==> config.mk <==
export PLATFORM = sky130hd
export DESIGN_NAME = sbpr_console_tx
export DESIGN_NICKNAME = d
export VERILOG_FILES = /design/src/shared/sbpr_pkg.sv /design/src/core/sbpr_console_tx.sv
export SDC_FILE = /design/constraint.sdc
export NUM_CORES = 1
export LEC_CHECK = 0
export ABC_AREA = 1
export BUFFER_PORTS_ARGS = -buffer_cell sky130_fd_sc_hd__buf_4
export CAP_MARGIN = 15
export CORE_MARGIN = 4
export CORE_UTILIZATION = 45
export CTS_CLUSTER_SIZE = 10
export DETAILED_ROUTE_END_ITERATION = 8
export GPL_ROUTABILITY_DRIVEN = 0
export GPL_TIMING_DRIVEN = 0
export SYNTH_ARGS = -nofsm -noshare
export SYNTH_HDL_FRONTEND = slang
export SYNTH_SLANG_ARGS = --single-unit
==> constraint.sdc <==
create_clock -name clk -period 6.1 [get_ports clk]
set_clock_uncertainty 0.1 [all_clocks]
set_input_delay 1.525 -clock clk [delete_from_list [all_inputs] [get_ports clk]]
set_output_delay 1.525 -clock clk [all_outputs]
set_load 0.02 [all_outputs]
==> src/shared/sbpr_pkg.sv <==
// Constants and types for the scoreboard packet sender
package sbpr_pkg;
   // APB bus
   localparam int unsigned       APB_AW        = 12;
   localparam logic [11:0]       REG_CTRL      = 12'h000;
   localparam logic [11:0]       REG_STATUS    = 12'h004;
   localparam logic [11:0]       REG_URGENT    = 12'h008;
   localparam logic [11:0]       REG_PAY0      = 12'h010;
   localparam logic [11:0]       REG_PAY1      = 12'h020;
   // Control bits
   localparam int unsigned       CTRL_EN       = 0;
   localparam int unsigned       CTRL_FLASH_GC = 1;
   localparam int unsigned       CTRL_FLASH_TO = 2;
   localparam logic [2:0]        CTRL_RESET    = 3'h0;
   // Status bits
   localparam int unsigned       ST_BUSY       = 0;
   localparam int unsigned       ST_CUR        = 1;
   localparam int unsigned       ST_URG_LO     = 2;
   localparam int unsigned       ST_CNT_LO     = 16;
   // Line timing
   localparam int unsigned       CLK_HZ        = 10_000_000;
   localparam int unsigned       BIT_RATE      = 19200;
   localparam int unsigned       BIT_CYCLES    = CLK_HZ / BIT_RATE;
   localparam int unsigned       FRAME_BITS    = 11;
   localparam int unsigned       FLASH_MS      = 500;
   localparam int unsigned       FLASH_CYCLES_DEF = CLK_HZ / 1000 * FLASH_MS;
   // Packet layout
   localparam int unsigned       PAY_BYTES     = 10;
   localparam logic [3:0]        LAST_IDX      = 4'hb;
   localparam logic [7:0]        ADDR_GC       = 8'h80;
   localparam logic [7:0]        ADDR_SC       = 8'h81;
   localparam logic [3:0]        GC_SEP_K      = 4'h4;
   localparam logic [3:0]        SC_TOSTAT_K   = 4'h3;
   localparam logic [7:0]        CODE_SPACE    = 8'h20;
   localparam logic [7:0]        CODE_SEP_ON   = 8'h3a;

   typedef struct packed {
      logic              psel;
      logic              penable;
      logic              pwrite;
      logic [11:0]       paddr;
      logic [31:0]       pwdata;
   } sbpr_apb_req_type;

   typedef enum logic [2:0] {
      SBPR_IDLE  = 3'b001,
      SBPR_LOAD  = 3'b010,
      SBPR_SHIFT = 3'b100
   } sbpr_state_type;
endpackage

==> src/core/sbpr_console_tx.sv <==
// Console side sender: APB registers, packet assembly and serial framing
//
// The address map and the APB register port were chosen for this implementation.
`timescale 1ns/1ps
`default_nettype none

module sbpr_console_tx #(
   parameter int unsigned FLASH_CYCLES = sbpr_pkg::FLASH_CYCLES_DEF
) (
   input  wire logic                      clk,
   input  wire logic                      resetn,
   input  wire sbpr_pkg::sbpr_apb_req_type apb_req,
   output logic [31:0]                    prdata,
   output logic                           pready,
   output logic                           pslverr,
   output logic                           line_out,
   output logic                           line_oe
);
   import sbpr_pkg::*;

   function automatic logic pay_hit(input logic [11:0] a);
      return (a[11:6] == 6'h00) && (a[5:4] == 2'h1 || a[5:4] == 2'h2)
             && (a[3:2] != 2'h3) && (a[1:0] == 2'h0);
   endfunction

   logic [31:0]        prdata_q;
   logic               pready_q;
   logic               pslverr_q;
   logic [2:0]         ctrl_q;
   logic [1:0]         urgent_q;
   logic [7:0]         pay_q [2][PAY_BYTES];
   logic [31:0]        flash_cnt_q;
   logic               phase_q;
   sbpr_state_type     st_q;
   logic               cur_pkt_q;
   logic               last_pkt_q;
   logic [3:0]         byte_idx_q;
   logic [7:0]         sum_q;
   logic [10:0]        shreg_q;
   logic [3:0]         bit_cnt_q;
   logic [9:0]         baud_cnt_q;
   logic               line_q;
   logic               oe_q;
   logic [15:0]        sent_q;
   logic [31:0]        rd_word;

   // Bus decode
   wire logic [11:0]   addr     = apb_req.paddr;
   wire logic          setup    = apb_req.psel & ~apb_req.penable;
   wire logic          access   = apb_req.psel & apb_req.penable & pready_q;
   wire logic          wr_en    = access & apb_req.pwrite;
   wire logic          hit_pay  = pay_hit(addr);
   wire logic          pay_pkt  = addr[5];
   wire logic [1:0]    pay_word = addr[3:2];
   wire logic          mapped   = hit_pay || addr == REG_CTRL || addr == REG_STATUS
                                  || addr == REG_URGENT;
   wire logic [1:0]    urg_set  = (wr_en && addr == REG_URGENT) ? apb_req.pwdata[1:0] : 2'h0;

   // Packet selection: urgent requests first, else alternate
   wire logic          want     = ctrl_q[CTRL_EN] | (|urgent_q);
   wire logic          sel_pkt  = urgent_q[0] ? 1'b0 : (urgent_q[1] ? 1'b1 : ~last_pkt_q);
   wire logic          start    = (st_q == SBPR_IDLE) && want;
   wire logic [1:0]    urg_clr  = start ? (sel_pkt ? 2'h2 : 2'h1) : 2'h0;

   // Byte to send
   wire logic [3:0]    pay_k    = (byte_idx_q == 4'h0 || byte_idx_q == LAST_IDX) ?
                                  4'h0 : byte_idx_q - 4'h1;
   wire logic          flash_gc = ctrl_q[CTRL_FLASH_GC] && !cur_pkt_q && pay_k == GC_SEP_K;
   wire logic          flash_to = ctrl_q[CTRL_FLASH_TO] && cur_pkt_q && pay_k == SC_TOSTAT_K;
   wire logic [7:0]    sep_code = phase_q ? CODE_SEP_ON : CODE_SPACE;
   wire logic [7:0]    pay_byte = (flash_gc || flash_to) ? sep_code : pay_q[cur_pkt_q][pay_k];
   wire logic [7:0]    addr_byte = cur_pkt_q ? ADDR_SC : ADDR_GC;
   wire logic [7:0]    byte_val = (byte_idx_q == 4'h0) ? addr_byte :
                                  (byte_idx_q == LAST_IDX) ? {1'b0, sum_q[6:0]} :
                                  pay_byte;
   wire logic [10:0]   frame    = {1'b1, ~^byte_val, byte_val, 1'b0};
   wire logic          bit_tick = baud_cnt_q == 10'(BIT_CYCLES - 1);
   wire logic          last_bit = bit_cnt_q == 4'(FRAME_BITS - 1);

   assign prdata   = prdata_q;
   assign pready   = pready_q;
   assign pslverr  = pslverr_q;
   assign line_out = line_q;
   assign line_oe  = oe_q;

   always_comb begin
      rd_word = 32'h0;
      if (hit_pay) begin
         for (int k = 0; k < 4; k++) begin
            if (int'(pay_word) * 4 + k < PAY_BYTES) begin
               rd_word[8*k +: 8] = pay_q[pay_pkt][int'(pay_word) * 4 + k];
            end
         end
      end else if (addr == REG_CTRL) begin
         rd_word[2:0] = ctrl_q;
      end else if (addr == REG_URGENT) begin
         rd_word[1:0] = urgent_q;
      end else if (addr == REG_STATUS) begin
         rd_word[ST_BUSY]             = st_q != SBPR_IDLE;
         rd_word[ST_CUR]              = cur_pkt_q;
         rd_word[ST_URG_LO +: 2]      = urgent_q;
         rd_word[ST_CNT_LO +: 16]     = sent_q;
      end
   end

   // APB slave: one wait-free access phase
   always_ff @(posedge clk) begin
      if (!resetn) begin
         pready_q  <= 1'b0;
         pslverr_q <= 1'b0;
         prdata_q  <= 32'h0;
      end else begin
         pready_q  <= setup;
         pslverr_q <= setup & ~mapped;
         prdata_q  <= setup ? rd_word : 32'h0;
      end
   end

   always_ff @(posedge clk) begin
      if (!resetn) begin
         ctrl_q   <= CTRL_RESET;
         urgent_q <= 2'h0;
      end else begin
         if (wr_en && addr == REG_CTRL) begin
            ctrl_q <= apb_req.pwdata[2:0];
         end
         urgent_q <= (urgent_q & ~urg_clr) | urg_set;
      end
   end

   // Payload store; idle fields default to space, top bit forced low
   always_ff @(posedge clk) begin
      for (int p = 0; p < 2; p++) begin
         for (int b = 0; b < PAY_BYTES; b++) begin
            if (!resetn) begin
               pay_q[p][b] <= CODE_SPACE;
            end else if (wr_en && hit_pay && pay_pkt == 1'(p) && int'(pay_word) == b / 4) begin
               pay_q[p][b] <= {1'b0, apb_req.pwdata[8*(b%4) +: 7]};
            end
         end
      end
   end

   // Separator flash phase
   always_ff @(posedge clk) begin
      if (!resetn) begin
         flash_cnt_q <= 32'h0;
         phase_q     <= 1'b1;
      end else if (flash_cnt_q == 32'(FLASH_CYCLES - 1)) begin
         flash_cnt_q <= 32'h0;
         phase_q     <= ~phase_q;
      end else begin
         flash_cnt_q <= flash_cnt_q + 32'h1;
      end
   end

   // Packet and frame sequencer
   always_ff @(posedge clk) begin
      if (!resetn) begin
         st_q       <= SBPR_IDLE;
         cur_pkt_q  <= 1'b0;
         last_pkt_q <= 1'b1;
         byte_idx_q <= 4'h0;
         sum_q      <= 8'h0;
         shreg_q    <= 11'h7ff;
         bit_cnt_q  <= 4'h0;
         baud_cnt_q <= 10'h0;
         line_q     <= 1'b1;
         oe_q       <= 1'b0;
         sent_q     <= 16'h0;
      end else begin
         unique case (st_q)
            SBPR_IDLE: begin
               if (start) begin
                  cur_pkt_q  <= sel_pkt;
                  byte_idx_q <= 4'h0;
                  sum_q      <= 8'h0;
                  st_q       <= SBPR_LOAD;
               end
            end
            SBPR_LOAD: begin
               shreg_q    <= frame;
               line_q     <= frame[0];
               oe_q       <= 1'b1;
               sum_q      <= sum_q + byte_val;
               bit_cnt_q  <= 4'h0;
               baud_cnt_q <= 10'h0;
               st_q       <= SBPR_SHIFT;
            end
            SBPR_SHIFT: begin
               if (!bit_tick) begin
                  baud_cnt_q <= baud_cnt_q + 10'h1;
               end else if (!last_bit) begin
                  baud_cnt_q <= 10'h0;
                  shreg_q    <= {1'b1, shreg_q[10:1]};
                  line_q     <= shreg_q[1];
                  bit_cnt_q  <= bit_cnt_q + 4'h1;
               end else if (byte_idx_q == LAST_IDX) begin
                  // Back-to-back cycling keeps the board well inside its blank timeout
                  oe_q       <= 1'b0;
                  last_pkt_q <= cur_pkt_q;
                  sent_q     <= sent_q + 16'h1;
                  st_q       <= SBPR_IDLE;
               end else begin
                  byte_idx_q <= byte_idx_q + 4'h1;
                  st_q       <= SBPR_LOAD;
               end
            end
         endcase
      end
   end

   // Independent sum of bytes actually framed, for checking only
   logic [7:0] acc_q;
   wire logic  frame_first = st_q == SBPR_SHIFT && bit_cnt_q == 4'h0 && baud_cnt_q == 10'h0;
   always_ff @(posedge clk) begin
      if (!resetn || st_q == SBPR_IDLE) begin
         acc_q <= 8'h0;
      end else if (frame_first && byte_idx_q != LAST_IDX) begin
         acc_q <= acc_q + shreg_q[8:1];
      end
   end
endmodule // sbpr_console_tx

`default_nettype wire

==> results of run 1 <==
stage by stage:
step                setup slack [ps]  TNS (ps)
floorplan                        737         0
global placement               -2150   -217900
detailed placement               661         0
CTS                             1190         0
global route                     981         0
finish                          1020         0
per-layer routing:
layer,part of all wire (%),global-route usage (%)
met1,42,36.9
met2,44,40.9
met3,10,5.54
met4,3.5,8.61
met5,0,0
worst register-to-register path, delay by kind of cell (launching register included):
family,cells,cell delay (ps)
compound gates,6,790
xor+xnor,1,170
buf+inv,7,1090
simple gates,11,1260
fa+ha+maj,2,690
flops,1,450
worst min path at each step:
stage / start / end / slack (ps) / depth (start not counted)
final: flash_cnt_q[0]$_SDFF_PP0_ / flash_cnt_q[0]$_SDFF_PP0_ / 350 / 1
after global routing: flash_cnt_q[0]$_SDFF_PP0_ / flash_cnt_q[0]$_SDFF_PP0_ / 390 / 1
after CTS: flash_cnt_q[0]$_SDFF_PP0_ / flash_cnt_q[0]$_SDFF_PP0_ / 350 / 1
after detailed placement: flash_cnt_q[0]$_SDFF_PP0_ / flash_cnt_q[0]$_SDFF_PP0_ / 340 / 1
after global placement: flash_cnt_q[0]$_SDFF_PP0_ / flash_cnt_q[0]$_SDFF_PP0_ / 330 / 1
after floorplan: flash_cnt_q[0]$_SDFF_PP0_ / flash_cnt_q[0]$_SDFF_PP0_ / 320 / 1
power by group through the flow:
stage	registers [mW]	logic, mW	clock network (mW)
2_1_floorplan	1.99	0.693	0
3_3_place_gp	1.99	1.01	0
3_5_place_dp	1.99	1.03	0
4_1_cts	1.95	1.03	1.88
5_1_grt	1.96	1.15	1.97
6_report	1.95	1.07	1.86
area by class of cell:
type	instances	area [um2]	share of cell area (%)
repair buffers	84	703	4.36
plain buffers	75	358	2.22
multi-input cells	1212	5920	36.7
clock buffers	52	940	5.82
well taps	396	495	3.07
flip-flops and latches	268	6770	41.9
clock inverters	6	75.1	0.465
inverters	234	881	5.46
cells by family after synthesis:
group / after synthesis / synth area share, %
other: 1 / 0.0270
AND/OR/NAND/NOR: 812 / 25.7
XOR/XNOR: 11 / 0.694
adder cells (fa/ha/maj): 15 / 1.41
AO/OA/AOI/OAI: 372 / 14.5
buffers and inverters: 309 / 8.92
flip-flops: 268 / 48.7
state kept, by name (all words and copies together) (netlist names), 2 cells and up, named ones only:
register	cells
pay_q	140
flash_cnt_q	32
prdata	30
sent_q	16
baud_cnt_q	10
shreg_q	9
sum_q	7
bit_cnt_q	4
byte_idx_q	4
ctrl_q	3
st_q	3
urgent_q	2
cell usage in the layout, fill, tap and decap left out, drive strengths merged, types with 3 or more instances in the layout:
cell,instances
nand2,344
nor2,277
inv,232
o21ai,161
a21oi,155
edfxtp,140
dfxtp,128
buf,116
nand3,97
clkbuf,95
nor3,47
nand4,25
a31oi,14
ha,14
o31ai,13
o211ai,10
xor2,8
nor4,7
nor3b,7
clkinv,7
a211oi,6
or2,5
o221ai,4
o21a,3
xnor2,3
==> impl_results.md, run 1 <==
- Kind of critical path: input pin to register
- Share of layout cells above drive strength 1: 11.4%
- Max cap viols: 0
- Final Core Density: 52.9%
- Initial antenna violation count: 0
- GRT overflow: 0
- Post-Layout Inst Area: 16,100 um2
- Power Total: 4.88 mW
- Net switching power: 1.54 mW
- Arr. time, crit path: 5340 ps
- Horiz. Die Dim: 184 um
- Std-Cell Rows: 64
- Clk pin slew, worst setup/hold paths: 50 ps
- RSZ-0062 raised after global routing: no
- Final clock period utilization by the worst path: 83.3%
- Logic pwr share: 21.9%
- Kind of end point of the critical path: register
- Post-DRT Antenna Nets: 0
- CTS root buffer: clkbuf_16
- Synth cell types: 51
- Share of the synthesized area in the top cell type: 30.3%
- PwrDens: 302 nW/um2
- CORE AREA: 30,500 um2
- # fillers: 2,912
- Worst path most repeated cell: clkbuf_1
- Routed vias: 13,000
- Worst-path fanout max: 10
- Die height: 184 um
- Worst reg2reg path endpoint: sum_q[6]$_SDFFE_PN0P_
- CTS tree: yes
- Io pins: 85
- Delay-heaviest family, CP: buffers and inverters
- Final net count: 1,973
- Clock latency at the later pin of the worst-skew pair: 520 ps
- YS warnings: 0
- Final Hold Fails: 0
- Routed len/inst: 19.3 um
- Area of the mapped netlist: 13,900 um2
- Clock Tree Buf Depth: 3
- Crit start category: input pin
- Stages on the worst setup path: 12
- Mapped Cells: 1,788
- Syn-to-layout area delta: 16.3%
- Synth async-reset ratio: 0%
- Req. time, crit path: 6360 ps
- Number of vias per cell: 5.57
- First-pass GRT wire length: 68,900 um
- Min-Delay Path Class: register to register
- Sequential element share of the synthesized area: 48.7%
- Setup Fix Bufs, Post-CTS: 0
- Net Sw Frac: 31.5%
- Final Max Slew Viols: 0
- R2R Setup Slk: 1390 ps
- F_max: 197 MHz
- Crit. Startpoint: apb_req[37]
- DR iter-0 viols: 1,689
- Seq pwr share: 40.0%
- Min Tclk post-route: 5080 ps
- Total track usage: 26.3%
- Clock Sinks: 268
- Vias in the first global route: 12,200
- Slew @ Worst Pin: 911 ps
- Placed Cells: 2,269
- Crit path buffers/inverters: 6
- Synth Register Bits: 268
- CTS buffer count: 34
- Most frequent cell after synthesis: nand2_1
- Post-CTS resize count: 0
- Worst Reg-to-Reg Cells: 27
- Synth top area cells: edfxtp_1 (30%), dfxtp_1 (18%), nand2_1 (9.0%), nor2_1 (7.2%), inv_1 (5.9%)
- Outcome: finished clean
- Initial Util: 45.5%
- CP cell instances: buf_4, clkinv_1, clkbuf_1, clkbuf_1, ha_1, nand2_1, nor3_2, nand3_1, nor3_2, inv_1, clkbuf_1, nor2_1
- Finish-stage setup viols: 0
- Leak Pwr: 6.58 nW
- Htree depth: 2
- Worst slew margin: 39.3%
- Ant diodes: 0
- Full die area: 33,700 um2
- Final Non-Filler Cells: 2,327
- Critical path's slowest cell: clkbuf_1
- Post-DP HPWL: 32,900 um
- Worst vdd ir: 0.157 mV
- Max incr delay on CP: 620 ps
- P_int: 3.34 mW
- Predominant post-synthesis flop cell: edfxtp_1
- Hold_ws: 345 ps
- CTS Hold Bufs: 0
- Clock network power share: 38.1%
- Residual DRC: 0
- Placement Cell Area: 15,100 um2
- Synth area leader: edfxtp_1
- Mapped Avg Cell Area: 7.76 um2
- Top post-synthesis cells by count: nand2_1 (334), nor2_1 (265), inv_1 (219)
- Reg-to-reg startpoint: byte_idx_q[0]$_SDFFE_PN0P_
- Routed WL: 45,000 um
- Pin count of the biggest net entering global routing: 25
- Post-synth EDFFs: 140
- DR pass1 iterations: 9
- Critical Path Sink: pay_q[0][59]$_SDFFCE_PN0P_
- Input/output buffers: 78
(Power assumes the default switching activity.)
==> run 2: changes to the inputs <==
- clock period: 6.1 -> 4.25 ns (I/O delays scaled with it)
==> impl_results.md, run 2 (same netlist as run 1, synthesis figures left out) <==
- CTS buffer count: 34 (unchanged)
- Share of layout cells above drive strength 1: 12.5% (was 11.4%)
- Req. time, crit path: 4510 ps (was 6360 ps)
- Kind of end point of the critical path: register (unchanged)
- Max cap viols: 0 (unchanged)
- Syn-to-layout area delta: 17.3% (was 16.3%)
- Critical path's slowest cell: dfxtp_2 (was clkbuf_1)
- Leak Pwr: 6.64 nW (was 6.58 nW)
- Pin count of the biggest net entering global routing: 19 (was 25)
- Min Tclk post-route: 4070 ps
- Logic pwr share: 23.1% (was 21.9%)
- Htree depth: 2 (unchanged)
- Total track usage: 26.7% (was 26.3%)
- R2R Setup Slk: 180 ps (was 1390 ps)
- Net Sw Frac: 31.7% (was 31.5%)
- Vias in the first global route: 12,400 (was 12,200)
- Final Max Slew Viols: 0 (unchanged)
- Horiz. Die Dim: 184 um (unchanged)
- CTS root buffer: clkbuf_16 (unchanged)
- Placed Cells: 2,269 (unchanged)
- Flip-flop count of the largest register after layout: 140 (unchanged)
- CORE AREA: 30,500 um2 (unchanged)
- Biggest register: pay_q (unchanged)
- Worst slew margin: 35.7% (was 39.3%)
- Arr. time, crit path: 4330 ps (was 5340 ps)
- Post-DP HPWL: 33,000 um (was 32,900 um)
- Crit start category: register (was input pin)
- CTS Hold Bufs: 0 (unchanged)
- Most common cell after layout, fill and taps aside: nand2_1 (unchanged)
- Worst reg2reg path endpoint: sum_q[6]$_SDFFE_PN0P_ (unchanged)
- Worst vdd ir: 0.523 mV (was 0.157 mV)
- Initial Util: 45.5% (unchanged)
- Final TNS setup: 0 ps (unchanged)
- Input/output buffers: 78 (unchanged)
- Placement Cell Area: 15,100 um2 (about the same)
- Seq pwr share: 39.4% (was 40.0%)
- Post-DRT Antenna Nets: 0 (unchanged)
- Final clock period utilization by the worst path: 95.7%
- PwrDens: 437 nW/um2 (was 302 nW/um2)
- Delay-heaviest family, CP: simple AND/OR/NAND/NOR gates (was buffers and inverters)
- Min-delay src: flash_cnt_q[0]$_SDFF_PP0_ (unchanged)
- Worst hold endpoint: flash_cnt_q[0]$_SDFF_PP0_ (unchanged)
- Clk pin slew, worst setup/hold paths: 60 ps (was 50 ps)
- Worst-path fanout max: 10 (unchanged)
- Max incr delay on CP: 380 ps (was 620 ps)
- Kind of critical path: register to register (was input pin to register)
- RSZ-0062 raised after global routing: yes (was no)
- Clock latency at the later pin of the worst-skew pair: 520 ps (about the same)
- Final Hold Fails: 0 (unchanged)
- Residual DRC: 0 (unchanged)
- Slew @ Worst Pin: 964 ps (was 911 ps)
- First-pass GRT wire length: 70,200 um (was 68,900 um)
- Outcome: finished clean (unchanged)
- Clock Sinks: 268 (unchanged)
- Full die area: 33,700 um2 (unchanged)
- Io pins: 85 (unchanged)
- Worst path most repeated cell: nand2_1 (was clkbuf_1)
- DR iter-0 viols: 1,692 (was 1,689)
- Final net count: 1,978 (was 1,973)
- Min-Delay Path Class: register to register (unchanged)
- Net switching power: 2.25 mW (was 1.54 mW)
- Final WS setup: 182 ps (was 1020 ps)
- Routed vias: 13,000 (about the same)
- Power Total: 7.12 mW (was 4.88 mW)
- Clock network power share: 37.5% (was 38.1%)
- Reg-to-reg startpoint: byte_idx_q[0]$_SDFFE_PN0P_ (unchanged)
- Worst hold path stage count: 1 (unchanged)
- Final Core Density: 53.4% (was 52.9%)
- Crit path buffers/inverters: 8 (was 6)
- P_int: 4.86 mW (was 3.34 mW)
- Number of vias per cell: 5.59 (was 5.57)
- Std-Cell Rows: 64 (unchanged)
- Hold_ws: 343 ps (was 345 ps)
- Die height: 184 um (unchanged)
- Dpl ws: -750 ps (was 661 ps)
- DR pass1 iterations: 6 (was 9)
- Routed len/inst: 19.6 um (was 19.3 um)
- F_max: 246 MHz
- Final Non-Filler Cells: 2,332 (was 2,327)
- Initial antenna violation count: 0 (unchanged)
- Crit. Startpoint: byte_idx_q[0]$_SDFFE_PN0P_ (was apb_req[37])
- Post-Layout Inst Area: 16,300 um2 (was 16,100 um2)
- Routed WL: 45,600 um (was 45,000 um)
- Finish-stage setup viols: 0 (unchanged)
- Worst Reg-to-Reg Cells: 30 (was 27)
- Most frequent cells in the layout: nand2_1 (333), nor2_1 (264), inv_1 (219) (was nand2_1 (334), nor2_1 (265), inv_1 (219))
- CTS tree: yes (unchanged)
- Ant diodes: 0 (unchanged)
- GRT overflow: 0 (unchanged)
- Clock Tree Buf Depth: 3 (unchanged)
-- run 2: changes by cell type in the layout (fill, tap and decap cells not counted), sizes merged --
cell,before,now
clkbuf,95,96
buf,116,121
bufinv,1,0
clkinv,7,5
inv,232,234
-- run 2: worst max path at each step --
stage	endpoint	cells past startpoint
6_report	sum_q[6]$_SDFFE_PN0P_	30
5_1_grt	sum_q[6]$_SDFFE_PN0P_	30
4_1_cts	sum_q[6]$_SDFFE_PN0P_	26
3_5_place_dp	pay_q[0][59]$_SDFFCE_PN0P_	12
3_3_place_gp	pay_q[0][27]$_SDFFCE_PN0P_	9
2_1_floorplan	pay_q[0][14]$_SDFFCE_PN0P_	8
-- run 2: worst register-to-register path: cells and delay by family (launching register included) --
family | cells | cell delay (ps)
AO/OA/AOI/OAI | 4 | 350
adder cells (fa/ha/maj) | 3 | 800
buffers and inverters | 8 | 920
AND/OR/NAND/NOR | 14 | 1200
XOR/XNOR | 1 | 190
flip-flops | 1 | 380
-- run 2: layout make-up --
class / count / area [um2]
inverter: 234 / 881
tap: 396 / 495
clock inverter: 5 / 43.8
sequential: 268 / 6770
multi-input combinational: 1212 / 5970
timing repair buffer: 89 / 773
buffer: 75 / 378
fill: 2865 / 14200
clock buffer: 53 / 973
-- run 2: power by group through the flow --
stage | Sequential (mW) | Clock, mW | Combinational (mW)
detailed placement | 2.85 | 0 | 1.48
floorplan | 2.85 | 0 | 0.995
finish | 2.80 | 2.67 | 1.64
CTS | 2.80 | 2.71 | 1.49
global placement | 2.86 | 0 | 1.45
global route | 2.81 | 2.83 | 1.77
-- run 2: what timing repair did --
item / in CTS / in global routing
gates resized for setup: 6 / 16
pin swaps: 0 / 2
buffers inserted: 0 / 5
setup endpoints to repair: 21 / 46
gates cloned: 0 / 0
-- run 2: per-layer routing --
layer,track usage [%],routed length (um),vias up
met5,0,0,-
met4,9.33,1620,0
met3,5.16,4630,118
met2,41.2,20000,661
met1,37.7,19300,6077
li1,-,-,6184
